==> src/lpg_pkg.sv <==
// Constants and types shared by the LCD panel drive pulse generator
`default_nettype none
package lpg_pkg;
   // Register indices; byte address is four times the index
   localparam logic [13:0] IDX_LINK = 14'h1000;
   localparam logic [13:0] IDX_POL = 14'h1001;
   localparam logic [13:0] IDX_FIX = 14'h1002;
   localparam logic [13:0] IDX_ACPOS_LO = 14'h100e;
   localparam logic [13:0] IDX_ACPOS_HI = 14'h100f;
   localparam logic [13:0] IDX_SHP = 14'h1015;
   localparam logic [13:0] IDX_PERIOD = 14'h101a;
   localparam logic [13:0] IDX_DUAL = 14'h101b;
   localparam logic [13:0] IDX_VPOS_HI = 14'h1021;
   localparam logic [13:0] IDX_VCPOS_LO = 14'h1024;
   localparam logic [13:0] IDX_VSPOS_LO = 14'h1025;
   localparam logic [13:0] IDX_OE_A = 14'h102c;
   localparam logic [13:0] IDX_OE_B = 14'h102d;
   localparam logic [13:0] IDX_LINE = 14'h1030;
   localparam logic [13:0] IDX_FRAME = 14'h1031;
   localparam logic [13:0] IDX_STATUS = 14'h1032;
   // Bit positions inside the byte registers
   localparam int B_SHARED = 0;
   localparam int B_HDIR = 1;
   localparam int B_VDIR = 2;
   localparam int B_SPOL = 0;
   localparam int B_DPOL = 1;
   localparam int B_VSPOL = 2;
   localparam int B_VCPOL = 3;
   localparam int B_MODE = 4;
   localparam int B_SFIX = 0;
   localparam int B_DINV = 1;
   localparam int B_DFIX = 2;
   localparam int B_VSFIX = 3;
   localparam int B_VCFIX = 4;
   localparam int B_VS_HI = 0;
   localparam int B_VC_HI = 4;
   localparam int B_AC_OE = 0;
   localparam int B_ACN_OE = 1;
   localparam int B_S_OE = 0;
   localparam int B_D_OE = 1;
   localparam int B_V_OE = 2;
   // Gate enable pulse length in dots after each shift clock edge
   localparam logic [5:0] ENB_DOTS = 6'h08;
   localparam logic [10:0] LINE_MIN = 11'h040;
   typedef struct packed {
      logic shared_transition_bit;
      logic horizontal_direction;
      logic vertical_direction;
      logic sampling_pol_bit;
      logic dual_pol_bit;
      logic vstart_pol_bit;
      logic vclock_pol_bit;
      logic [1:0] ac_period_mode;
      logic sampling_pol_fix;
      logic dual_phase_invert;
      logic dual_phase_fix;
      logic vstart_pol_fix;
      logic vclock_pol_fix;
      logic [9:0] ac_invert_position;
      logic [5:0] sample_position_field;
      logic [5:0] sampling_period_field;
      logic [3:0] dual_phase_field;
      logic [3:0] dual_width_field;
      logic [9:0] vstart_position_field;
      logic [9:0] vclock_position_field;
      logic ac_out_enable;
      logic ac_comp_out_enable;
      logic sampling_out_enable;
      logic dual_out_enable;
      logic vertical_out_enable;
      logic [10:0] line_dots;
      logic [10:0] frame_lines;
   } lpg_cfg_type;
   localparam lpg_cfg_type CFG_RST = '{horizontal_direction: 1'b1,
      vertical_direction: 1'b1, ac_period_mode: 2'h3, sampling_period_field: 6'h0b,
      line_dots: 11'h320, frame_lines: 11'h20d, default: '0};
endpackage
`default_nettype wire

==> src/lpg_cfg_if.sv <==
// Settings and status carried between register file and pulse timing
`default_nettype none
interface lpg_cfg_if;
   import lpg_pkg::*;
   lpg_cfg_type cfg;
   logic [21:0] status;
   modport regs (output cfg, input status);
   modport timing (input cfg, output status);
endinterface
`default_nettype wire

==> src/lpg_regs.sv <==
// AHB-Lite register file for the drive pulse generator
`default_nettype none
module lpg_regs #(
   parameter int ADDR_W = 16
)(
   input wire logic clk_in,
   input wire logic rst_n_in,
   input wire logic hsel_in,
   input wire logic [ADDR_W-1:0] haddr_in,
   input wire logic [1:0] htrans_in,
   input wire logic hwrite_in,
   input wire logic hready_in,
   input wire logic [31:0] hwdata_in,
   output logic [31:0] hrdata_out,
   output logic hreadyout_out,
   lpg_cfg_if.regs cfg_if
);
   import lpg_pkg::*;
   lpg_cfg_type cfg_ff, nxt_cfg;
   logic [13:0] idx_ff, nxt_idx;
   logic wr_ff, nxt_wr;
   logic [31:0] rdata_ff, nxt_rdata;
   logic take;

   if (ADDR_W < 16) $error("lpg_regs: ADDR_W below 16 cannot reach the map");

   function automatic logic [31:0] rd_word(input lpg_cfg_type c, input logic [13:0] i,
                                           input logic [21:0] st);
      rd_word = '0;
      case (i)
         IDX_LINK: rd_word[2:0] = {c.vertical_direction, c.horizontal_direction,
                                   c.shared_transition_bit};
         IDX_POL: rd_word[5:0] = {c.ac_period_mode, c.vclock_pol_bit, c.vstart_pol_bit,
                                  c.dual_pol_bit, c.sampling_pol_bit};
         IDX_FIX: rd_word[4:0] = {c.vclock_pol_fix, c.vstart_pol_fix, c.dual_phase_fix,
                                  c.dual_phase_invert, c.sampling_pol_fix};
         IDX_ACPOS_LO: rd_word[7:0] = c.ac_invert_position[7:0];
         IDX_ACPOS_HI: rd_word[1:0] = c.ac_invert_position[9:8];
         IDX_SHP: rd_word[5:0] = c.sample_position_field;
         IDX_PERIOD: rd_word[5:0] = c.sampling_period_field;
         IDX_DUAL: rd_word[7:0] = {c.dual_width_field, c.dual_phase_field};
         IDX_VPOS_HI: rd_word[5:0] = {c.vclock_position_field[9:8], 2'h0,
                                      c.vstart_position_field[9:8]};
         IDX_VCPOS_LO: rd_word[7:0] = c.vclock_position_field[7:0];
         IDX_VSPOS_LO: rd_word[7:0] = c.vstart_position_field[7:0];
         IDX_OE_A: rd_word[1:0] = {c.ac_comp_out_enable, c.ac_out_enable};
         IDX_OE_B: rd_word[2:0] = {c.vertical_out_enable, c.dual_out_enable,
                                   c.sampling_out_enable};
         IDX_LINE: rd_word[10:0] = c.line_dots;
         IDX_FRAME: rd_word[10:0] = c.frame_lines;
         IDX_STATUS: rd_word[21:0] = st;
         default: rd_word = '0;
      endcase
   endfunction

   always_comb
   begin
      logic [7:0] d;
      d = hwdata_in[7:0];
      take = hsel_in & hready_in & htrans_in[1];
      nxt_idx = take ? haddr_in[15:2] : idx_ff;
      nxt_wr = take & hwrite_in;
      nxt_cfg = cfg_ff;
      if (wr_ff)
      begin
         case (idx_ff)
            IDX_LINK:
            begin
               nxt_cfg.shared_transition_bit = d[B_SHARED];
               nxt_cfg.horizontal_direction = d[B_HDIR];
               nxt_cfg.vertical_direction = d[B_VDIR];
            end
            IDX_POL:
            begin
               nxt_cfg.sampling_pol_bit = d[B_SPOL];
               nxt_cfg.dual_pol_bit = d[B_DPOL];
               nxt_cfg.vstart_pol_bit = d[B_VSPOL];
               nxt_cfg.vclock_pol_bit = d[B_VCPOL];
               nxt_cfg.ac_period_mode = d[B_MODE+:2];
            end
            IDX_FIX:
            begin
               nxt_cfg.sampling_pol_fix = d[B_SFIX];
               nxt_cfg.dual_phase_invert = d[B_DINV];
               nxt_cfg.dual_phase_fix = d[B_DFIX];
               nxt_cfg.vstart_pol_fix = d[B_VSFIX];
               nxt_cfg.vclock_pol_fix = d[B_VCFIX];
            end
            IDX_ACPOS_LO: nxt_cfg.ac_invert_position[7:0] = d;
            IDX_ACPOS_HI: nxt_cfg.ac_invert_position[9:8] = d[1:0];
            IDX_SHP: nxt_cfg.sample_position_field = d[5:0];
            IDX_PERIOD: nxt_cfg.sampling_period_field = d[5:0];
            IDX_DUAL: {nxt_cfg.dual_width_field, nxt_cfg.dual_phase_field} = d;
            IDX_VPOS_HI:
            begin
               nxt_cfg.vstart_position_field[9:8] = d[B_VS_HI+:2];
               nxt_cfg.vclock_position_field[9:8] = d[B_VC_HI+:2];
            end
            IDX_VCPOS_LO: nxt_cfg.vclock_position_field[7:0] = d;
            IDX_VSPOS_LO: nxt_cfg.vstart_position_field[7:0] = d;
            IDX_OE_A:
            begin
               nxt_cfg.ac_out_enable = d[B_AC_OE];
               nxt_cfg.ac_comp_out_enable = d[B_ACN_OE];
            end
            IDX_OE_B:
            begin
               nxt_cfg.sampling_out_enable = d[B_S_OE];
               nxt_cfg.dual_out_enable = d[B_D_OE];
               nxt_cfg.vertical_out_enable = d[B_V_OE];
            end
            IDX_LINE: nxt_cfg.line_dots = hwdata_in[10:0];
            IDX_FRAME: nxt_cfg.frame_lines = hwdata_in[10:0];
            default: nxt_cfg = cfg_ff;
         endcase
      end
      // Read sees a write still in its data phase
      nxt_rdata = (take & ~hwrite_in) ? rd_word(nxt_cfg, haddr_in[15:2], cfg_if.status) : '0;
   end

   always_ff @(posedge clk_in)
   begin
      if (!rst_n_in)
      begin
         cfg_ff <= CFG_RST;
         idx_ff <= '0;
         wr_ff <= 1'b0;
         rdata_ff <= '0;
         hreadyout_out <= 1'b0;
      end
      else
      begin
         cfg_ff <= nxt_cfg;
         idx_ff <= nxt_idx;
         wr_ff <= nxt_wr;
         rdata_ff <= nxt_rdata;
         hreadyout_out <= 1'b1;
      end
   end

   assign hrdata_out = rdata_ff;
   assign cfg_if.cfg = cfg_ff;
endmodule
`default_nettype wire

==> src/lpg_top.sv <==
// LCD panel drive pulse generator: horizontal and vertical panel timing
// What this block does
// - Sampling clock period is sampling period field plus one, in dots.
// - Sampling polarity follows fix bit, polarity bit and horizontal direction.
// - Sampling clock enable low holds both sampling clocks low.
// - Dual clocks sit the phase field, in half dots, after the sampling edge.
// - Dual clock width is width field plus one, in dots.
// - Dual polarity bit inverts both dual clocks.
// - Invert bit, fix bit and direction pick first or second sampling edge.
// - Dual clock enable low holds both dual clocks low.
// - Each sample position step moves the horizontal group half a dot earlier.
// - Sample position moves the whole group without changing relative phases.
// - Vertical start edge sits at twice field plus two dots from line zero.
// - Vertical clock toggles at clock position field plus one dot.
// - Vertical polarity follows fix bit, polarity bit and vertical direction.
// - Vertical enable low holds start, shift clock and gate enable low.
// - Two-bit mode picks AC inversion period: 1F/1H, 2F/1H, 1F, 2F.
// - AC pulse inverts at AC position field plus one dot.
// - Complementary AC output is the inverse of the AC pulse while both AC enables are set.
// - Separate enables gate the AC pulse and its complement.
// - Shared bit forces vertical clock inversion onto the AC inversion point.
// - Horizontal phase counting restarts where line position plus sample position field wraps to zero.
// - Direction bits use one for forward scan, zero for reverse.
`default_nettype none
module lpg_top (
   input wire logic clk_in,
   input wire logic rst_n_in,
   input wire logic hsel_in,
   input wire logic [15:0] haddr_in,
   input wire logic [1:0] htrans_in,
   input wire logic hwrite_in,
   input wire logic [2:0] hsize_in,
   input wire logic hready_in,
   input wire logic [31:0] hwdata_in,
   output logic [31:0] hrdata_out,
   output logic hreadyout_out,
   output logic hresp_out,
   output logic sampling_clock_a_out,
   output logic sampling_clock_b_out,
   output logic dual_sample_clock_a_out,
   output logic dual_sample_clock_b_out,
   output logic vertical_start_pulse_out,
   output logic vertical_shift_clock_out,
   output logic gate_enable_pulse_out,
   output logic ac_drive_pulse_out,
   output logic ac_drive_pulse_n_out
);
   import lpg_pkg::*;

   lpg_cfg_if cfg_if();
   lpg_cfg_type c;

   // Only word transfers are used, so the size is not decoded
   lpg_regs #(
      .ADDR_W(16)
   ) u_regs (
      .clk_in(clk_in),
      .rst_n_in(rst_n_in),
      .hsel_in(hsel_in),
      .haddr_in(haddr_in),
      .htrans_in(htrans_in),
      .hwrite_in(hwrite_in),
      .hready_in(hready_in),
      .hwdata_in(hwdata_in),
      .hrdata_out(hrdata_out),
      .hreadyout_out(hreadyout_out),
      .cfg_if(cfg_if)
   );

   assign c = cfg_if.cfg;

   // Positive output when true
   function automatic logic out_pos(input logic fix, input logic pol, input logic dir);
      out_pos = fix ? pol : (pol == dir);
   endfunction

   // Modular add; operands must already be below the modulus
   function automatic logic [7:0] wrap_add(input logic [7:0] a, input logic [7:0] b,
                                           input logic [8:0] m);
      logic [8:0] s;
      s = {1'b0, a} + {1'b0, b};
      if (s >= m)
      begin
         s = s - m;
      end
      wrap_add = s[7:0];
   endfunction

   // Counter value lies in the window starting at s, w half-dots long
   function automatic logic in_window(input logic [7:0] p, input logic [7:0] s,
                                      input logic [5:0] w, input logic [8:0] m);
      logic [8:0] d;
      d = (p >= s) ? {1'b0, p} - {1'b0, s} : {1'b0, p} + m - {1'b0, s};
      in_window = d < {3'h0, w};
   endfunction

   // Line position counter in half dots
   logic [11:0] hpos_ff, nxt_hpos;
   logic [10:0] vline_ff, nxt_vline;
   logic frame_ff, nxt_frame;
   logic [11:0] line_half;
   logic line_end;

   always_comb
   begin
      line_half = {c.line_dots, 1'b0};
      // A line length written below the minimum runs at the minimum
      if (c.line_dots < LINE_MIN)
      begin
         line_half = {LINE_MIN, 1'b0};
      end
      line_end = hpos_ff >= line_half - 12'h001;
      nxt_hpos = line_end ? 12'h000 : hpos_ff + 12'h001;
      nxt_vline = vline_ff;
      nxt_frame = frame_ff;
      if (line_end)
      begin
         if (vline_ff >= c.frame_lines - 11'h001)
         begin
            nxt_vline = 11'h000;
            nxt_frame = ~frame_ff;
         end
         else
         begin
            nxt_vline = vline_ff + 11'h001;
         end
      end
   end

   always_ff @(posedge clk_in)
   begin
      if (!rst_n_in)
      begin
         hpos_ff <= '0;
         vline_ff <= '0;
         frame_ff <= 1'b0;
      end
      else
      begin
         hpos_ff <= nxt_hpos;
         vline_ff <= nxt_vline;
         frame_ff <= nxt_frame;
      end
   end

   assign cfg_if.status = {vline_ff, hpos_ff[11:1]};

   // Horizontal group: sampling and dual sampling clocks
   logic [7:0] hck_ff, nxt_hck;
   logic [12:0] grp_sum;
   logic grp_zero;
   logic [7:0] per_half;
   logic [8:0] per_full;
   logic [7:0] dual_a_start, dual_b_start;
   logic [5:0] dual_len;
   logic use_second;
   logic samp_raw, dual_a_raw, dual_b_raw;

   always_comb
   begin
      per_half = {2'h0, c.sampling_period_field} + 8'h01;
      per_full = {per_half, 1'b0};
      // Adding the offset makes the group reach zero earlier in the line
      grp_sum = {1'b0, hpos_ff} + {7'h00, c.sample_position_field};
      if (grp_sum >= {1'b0, line_half})
      begin
         grp_sum = grp_sum - {1'b0, line_half};
      end
      grp_zero = grp_sum == 13'h0000;
      // One counter drives all group pulses, so offsets keep them aligned
      if (grp_zero)
      begin
         nxt_hck = 8'h00;
      end
      else if ({1'b0, hck_ff} >= per_full - 9'h001)
      begin
         nxt_hck = 8'h00;
      end
      else
      begin
         nxt_hck = hck_ff + 8'h01;
      end
      samp_raw = hck_ff < per_half;
      use_second = c.dual_phase_fix ? c.dual_phase_invert
                   : (c.dual_phase_invert ^ ~c.horizontal_direction);
      dual_a_start = wrap_add(use_second ? per_half : 8'h00,
                              {4'h0, c.dual_phase_field}, per_full);
      dual_b_start = wrap_add(dual_a_start, per_half, per_full);
      dual_len = {5'({1'b0, c.dual_width_field} + 5'h01), 1'b0};
      dual_a_raw = in_window(hck_ff, dual_a_start, dual_len, per_full);
      dual_b_raw = in_window(hck_ff, dual_b_start, dual_len, per_full);
   end

   always_ff @(posedge clk_in)
   begin
      if (!rst_n_in)
      begin
         hck_ff <= '0;
      end
      else
      begin
         hck_ff <= nxt_hck;
      end
   end

   // Vertical group: start pulse, shift clock, gate enable, AC pulse
   logic [12:0] vstart_at;
   logic [11:0] vclock_at, ac_at;
   logic vstart_hit, vclock_hit, ac_hit, shift_hit, line_tog, frame_tog;
   logic vst_ff, nxt_vst;
   logic vck_ff, nxt_vck;
   logic frp_ff, nxt_frp;
   logic [6:0] enb_ff, nxt_enb;

   always_comb
   begin
      vstart_at = {11'({1'b0, c.vstart_position_field} + 11'h001), 2'h0};
      vclock_at = {11'({1'b0, c.vclock_position_field} + 11'h001), 1'b0};
      ac_at = {11'({1'b0, c.ac_invert_position} + 11'h001), 1'b0};
      vstart_hit = {1'b0, hpos_ff} == vstart_at;
      vclock_hit = hpos_ff == vclock_at;
      ac_hit = hpos_ff == ac_at;
      shift_hit = c.shared_transition_bit ? ac_hit : vclock_hit;
      // Start pulse is one line wide, rising on the first line of a frame
      nxt_vst = vstart_hit ? (vline_ff == 11'h000) : vst_ff;
      nxt_vck = shift_hit ? ~vck_ff : vck_ff;
      // Skipping or adding one inversion at frame start flips the pattern
      line_tog = ~c.ac_period_mode[1];
      frame_tog = (vline_ff == 11'h000) & (~c.ac_period_mode[0] | ~frame_ff);
      nxt_frp = (ac_hit & (line_tog ^ frame_tog)) ? ~frp_ff : frp_ff;
      if (shift_hit)
      begin
         nxt_enb = {ENB_DOTS, 1'b0};
      end
      else if (enb_ff != 7'h00)
      begin
         nxt_enb = enb_ff - 7'h01;
      end
      else
      begin
         nxt_enb = enb_ff;
      end
   end

   always_ff @(posedge clk_in)
   begin
      if (!rst_n_in)
      begin
         vst_ff <= 1'b0;
         vck_ff <= 1'b0;
         frp_ff <= 1'b0;
         enb_ff <= '0;
      end
      else
      begin
         vst_ff <= nxt_vst;
         vck_ff <= nxt_vck;
         frp_ff <= nxt_frp;
         enb_ff <= nxt_enb;
      end
   end

   // Output stage: polarity and gating, all outputs registered
   logic samp_pos, vst_pos, vck_pos;
   logic nxt_samp_a, nxt_samp_b, nxt_dual_a, nxt_dual_b;
   logic nxt_vst_o, nxt_vck_o, nxt_enb_o, nxt_ac_o, nxt_acn_o;

   always_comb
   begin
      // Direction bits: one is forward scan
      samp_pos = out_pos(c.sampling_pol_fix, c.sampling_pol_bit,
                         c.horizontal_direction);
      vst_pos = out_pos(c.vstart_pol_fix, c.vstart_pol_bit, c.vertical_direction);
      vck_pos = out_pos(c.vclock_pol_fix, c.vclock_pol_bit, c.vertical_direction);
      nxt_samp_a = c.sampling_out_enable & (samp_raw ~^ samp_pos);
      nxt_samp_b = c.sampling_out_enable & (~samp_raw ~^ samp_pos);
      nxt_dual_a = c.dual_out_enable & (dual_a_raw ^ c.dual_pol_bit);
      nxt_dual_b = c.dual_out_enable & (dual_b_raw ^ c.dual_pol_bit);
      nxt_vst_o = c.vertical_out_enable & (vst_ff ~^ vst_pos);
      nxt_vck_o = c.vertical_out_enable & (vck_ff ~^ vck_pos);
      nxt_enb_o = c.vertical_out_enable & (enb_ff != 7'h00);
      nxt_ac_o = c.ac_out_enable & frp_ff;
      nxt_acn_o = c.ac_comp_out_enable & ~frp_ff;
   end

   always_ff @(posedge clk_in)
   begin
      if (!rst_n_in)
      begin
         sampling_clock_a_out <= 1'b0;
         sampling_clock_b_out <= 1'b0;
         dual_sample_clock_a_out <= 1'b0;
         dual_sample_clock_b_out <= 1'b0;
         vertical_start_pulse_out <= 1'b0;
         vertical_shift_clock_out <= 1'b0;
         gate_enable_pulse_out <= 1'b0;
         ac_drive_pulse_out <= 1'b0;
         ac_drive_pulse_n_out <= 1'b0;
         hresp_out <= 1'b0;
      end
      else
      begin
         sampling_clock_a_out <= nxt_samp_a;
         sampling_clock_b_out <= nxt_samp_b;
         dual_sample_clock_a_out <= nxt_dual_a;
         dual_sample_clock_b_out <= nxt_dual_b;
         vertical_start_pulse_out <= nxt_vst_o;
         vertical_shift_clock_out <= nxt_vck_o;
         gate_enable_pulse_out <= nxt_enb_o;
         ac_drive_pulse_out <= nxt_ac_o;
         ac_drive_pulse_n_out <= nxt_acn_o;
         hresp_out <= 1'b0;
      end
   end
endmodule
`default_nettype wire

==> config.mk <==
export PLATFORM = sky130hd
export DESIGN_NAME = lpg_top
export DESIGN_NICKNAME = d
export VERILOG_FILES = /design/src/lpg_pkg.sv /design/src/lpg_cfg_if.sv /design/src/lpg_regs.sv /design/src/lpg_top.sv
export SDC_FILE = /design/constraint.sdc
export NUM_CORES = 1
export LEC_CHECK = 0
export BUFFER_PORTS_ARGS = -buffer_cell sky130_fd_sc_hd__clkbuf_2
export CAP_MARGIN = 10
export CORE_MARGIN = 3
export CORE_UTILIZATION = 62
export DETAILED_ROUTE_END_ITERATION = 10
export PLACE_DENSITY = 0.82
export SYNTH_ARGS = -nofsm -noshare
export SYNTH_HDL_FRONTEND = slang
export SYNTH_SLANG_ARGS = --single-unit
==> constraint.sdc <==
create_clock -name clk_in -period 10.77 [get_ports clk_in]
set_input_delay 1.077 -clock clk_in [delete_from_list [all_inputs] [get_ports clk_in]]
set_output_delay 1.077 -clock clk_in [all_outputs]
set_load 0.005 [all_outputs]
==> results.yml <==
synthesis:
  synth_most_common_cell: "nor2_1"
  synthCells: 1733
  async_flop_share: 0
  syn-cell-area_um2: 13900
  yosys_warnings: 0
  ys_ff_latch: 180
  synth.largest_area_cell: "dfxtp_1"
  synth_top_area_share: 0.259
  synth_area_per_cell_um2: 8.02
  ys.flop_type: "dfxtp_1"
  ys_top_cells_by_count: "nor2_1, dfxtp_1, nand2_1"
  yosys-top-cells-area: "dfxtp_1, ha_1, mux2i_1, xnor2_1, nor2_1"
  synth-edff-count: 0
  ys_types: 78
  ys_seq_area_frac: 0.259
clock_tree:
  cts_buffer_depth: 2
  cts_resized: 0
  ctsHoldBuffers: 0
  htree_num_levels: 4
  clk_pin_slew_ns: 0.08
  cts_buffers: 17
  post-cts-setup-buffers: 0
  cts_tree: "yes"
  clk_latency_ns: 0.45
  clock-sinks: 180
  root_buffer: "clkbuf_16"
die:
  die_h_um: 156
  core-area_um2: 21900
  die_x_um: 156
  die_area_um2: 24200
  start_util: 0.635
  num_rows: 54
  pin_count: 101
power:
  power.leakage_uw: 0.00648
  total_power_uw: 1580
  peakVddDrop_v: 0.000119
  power_density_nw_per_um2: 105
timing:
  finalMaxSlewViolations: 0
  setup_tns_ns: 0
  min_period_over_period: 0.945
  final_hold_viol_count: 0
  clock_skew_ns: 0.0164
  setup_viol: 0
  fin_crit_ns: 10.18
  max_slew_margin: 0.264
  max_freq_mhz: 98.2
  tightest_slew_ns: 1.09
detailed_routing:
  ant_nets: 0
  wirelength_mm: 39.9
  post-route-drc-count: 0
  dr.pass1.iters: 6
  via_per_inst: 6.40
  wl_per_cell_um: 19.4
  num_vias: 13156
  drtIter0Drc: 1393
placement:
  dpl.hpwl_mm: 30.1
  dp_cells: 2025
  port_buffers: 62
  gp_congestion: 0.977
global_route:
  overflow: 0
  groute.usage.overall: 0.321
  grt_pass1_wl_mm: 63.7
  grt_max_degree: 72
  first_global_vias: 12458
  antenna_found_initial: 0
setup_path:
  slowest_stage: "dfxtp_1"
  crit_buf_inv: 4
  arrival_ns: 10.51
  critPathKind: "register to register"
  crit_path_end_kind: "register"
  path_delay_family: "compound AO/OA/AOI/OAI gates"
  cpPeakStageDelay_ns: 0.54
  crit_path_frequent_cell: "a21oi_1"
  crit_required_ns: 11.10
  start_kind: "register"
  worstPathMaxFanout: 8
cells_and_area:
  diodes: 0
  layout-drive-gt1-share: 0.0777
  stdcell_count: 2057
  final_nets: 1963
  syn_to_final_growth_pct: 8.14
worst_hold_path:
  min_path_type: "register to register"
job:
  cap_violations: 0
run_status:
  status: "completed"
## layer usage
| metal | up-vias | wire length (um) | GRT usage |
|---|---|---|---|
| met2 | 660 | 18700 | 0.535 |
| met5 | - | 0 | 0 |
| met1 | 6157 | 16600 | 0.426 |
| li1 | 6222 | - | - |
| met4 | 0 | 1230 | 0.104 |
| met3 | 117 | 3330 | 0.0524 |
## worst paths after layout
check | startpoint | endpoint | slack, ns | cells past startpoint
hold / removal | u_regs.cfg_if.cfg[25]$_SDFF_PN0_ | ac_drive_pulse_n_out$_SDFF_PN0_ | 0.43 | 2
setup / recovery | u_regs.cfg_if.cfg[55]$_SDFF_PN1_ | dual_sample_clock_b_out$_SDFF_PN0_ | 0.59 | 47
hold reg to reg | u_regs.cfg_if.cfg[25]$_SDFF_PN0_ | ac_drive_pulse_n_out$_SDFF_PN0_ | 0.43 | 2
setup reg to reg | u_regs.cfg_if.cfg[55]$_SDFF_PN1_ | dual_sample_clock_b_out$_SDFF_PN0_ | 0.59 | 47
## power by group
part / switching (uW) / internal, uW
Combinational: 141 / 95.2
Clock: 329 / 320
Sequential: 17.9 / 681
## cell usage in the layout (no fill, tap or decap), types with 14 or more instances in the layout
cell and instances:
ha_1 130, or3_1 16, and3_1 31, clkbuf_16 17, xor2_1 65, o22ai_1 40
nor4_1 14, nand2b_1 15, dfxtp_1 180, nor3_1 49, a21oi_1 94, nor2_1 214
o21ai_0 52, nand2_1 146, nand3_1 62, a21o_1 33, mux2i_1 99, nand4_1 20
nor2b_1 26, buf_4 16, clkbuf_2 62, inv_1 79, xnor2_1 91
## metrics by stage
stage,setup slack (ns),hold slack [ns],utilization,area [um^2]
after floorplan,1.33,0.409,-,13900
after global placement,0.653,0.418,0.657,14400
after detailed placement,0.382,0.427,0.657,14400
after CTS,0.339,0.434,0.685,15000
after global routing,-0.00472,0.449,0.686,15000
final,0.591,0.432,0.686,15000
## state kept, by name, summed over array words and instances, names as in the netlist, 7 cells and up
name,count
u_regs.cfg_if.cfg,91
hck_ff,8
enb_ff,7
vline_ff,11
u_regs.hrdata_out,22
u_regs.idx_ff,14
hpos_ff,12
## final cells by class
class	count	area, um^2
inverter	80	300
tap	280	350
clock buffer	17	425
sequential	180	3600
fill	1795	6870
multi-input combinational	1407	9720
timing repair buffer	78	430
clock inverter	15	200
## kinds of logic (layout without fill, tap and decap cells)
family	after synthesis	count (layout)	synth area share
flip-flops	180	180	0.259
other	1	12	0.000270
buffers and inverters	157	190	0.0463
multiplexers	103	103	0.0747
AND/OR/NAND/NOR	650	650	0.225
XOR/XNOR	157	157	0.0990
AO/OA/AOI/OAI	344	344	0.163
adder cells (fa/ha/maj)	141	141	0.133
## worst register-to-register path, delay by kind of cell, from the launching register on
family                     cells  cell delay (ns)
AOI/OAI and AO/OA             18             3.76
and+or+nand+nor               14             1.63
muxes                          2             0.45
adders and majority gates      7             2.77
buffers and inverters          4             0.56
xor gates and xnor gates       2             0.35
DFF                            1             0.54
Note: power is estimated with default switching activity, not from simulation.
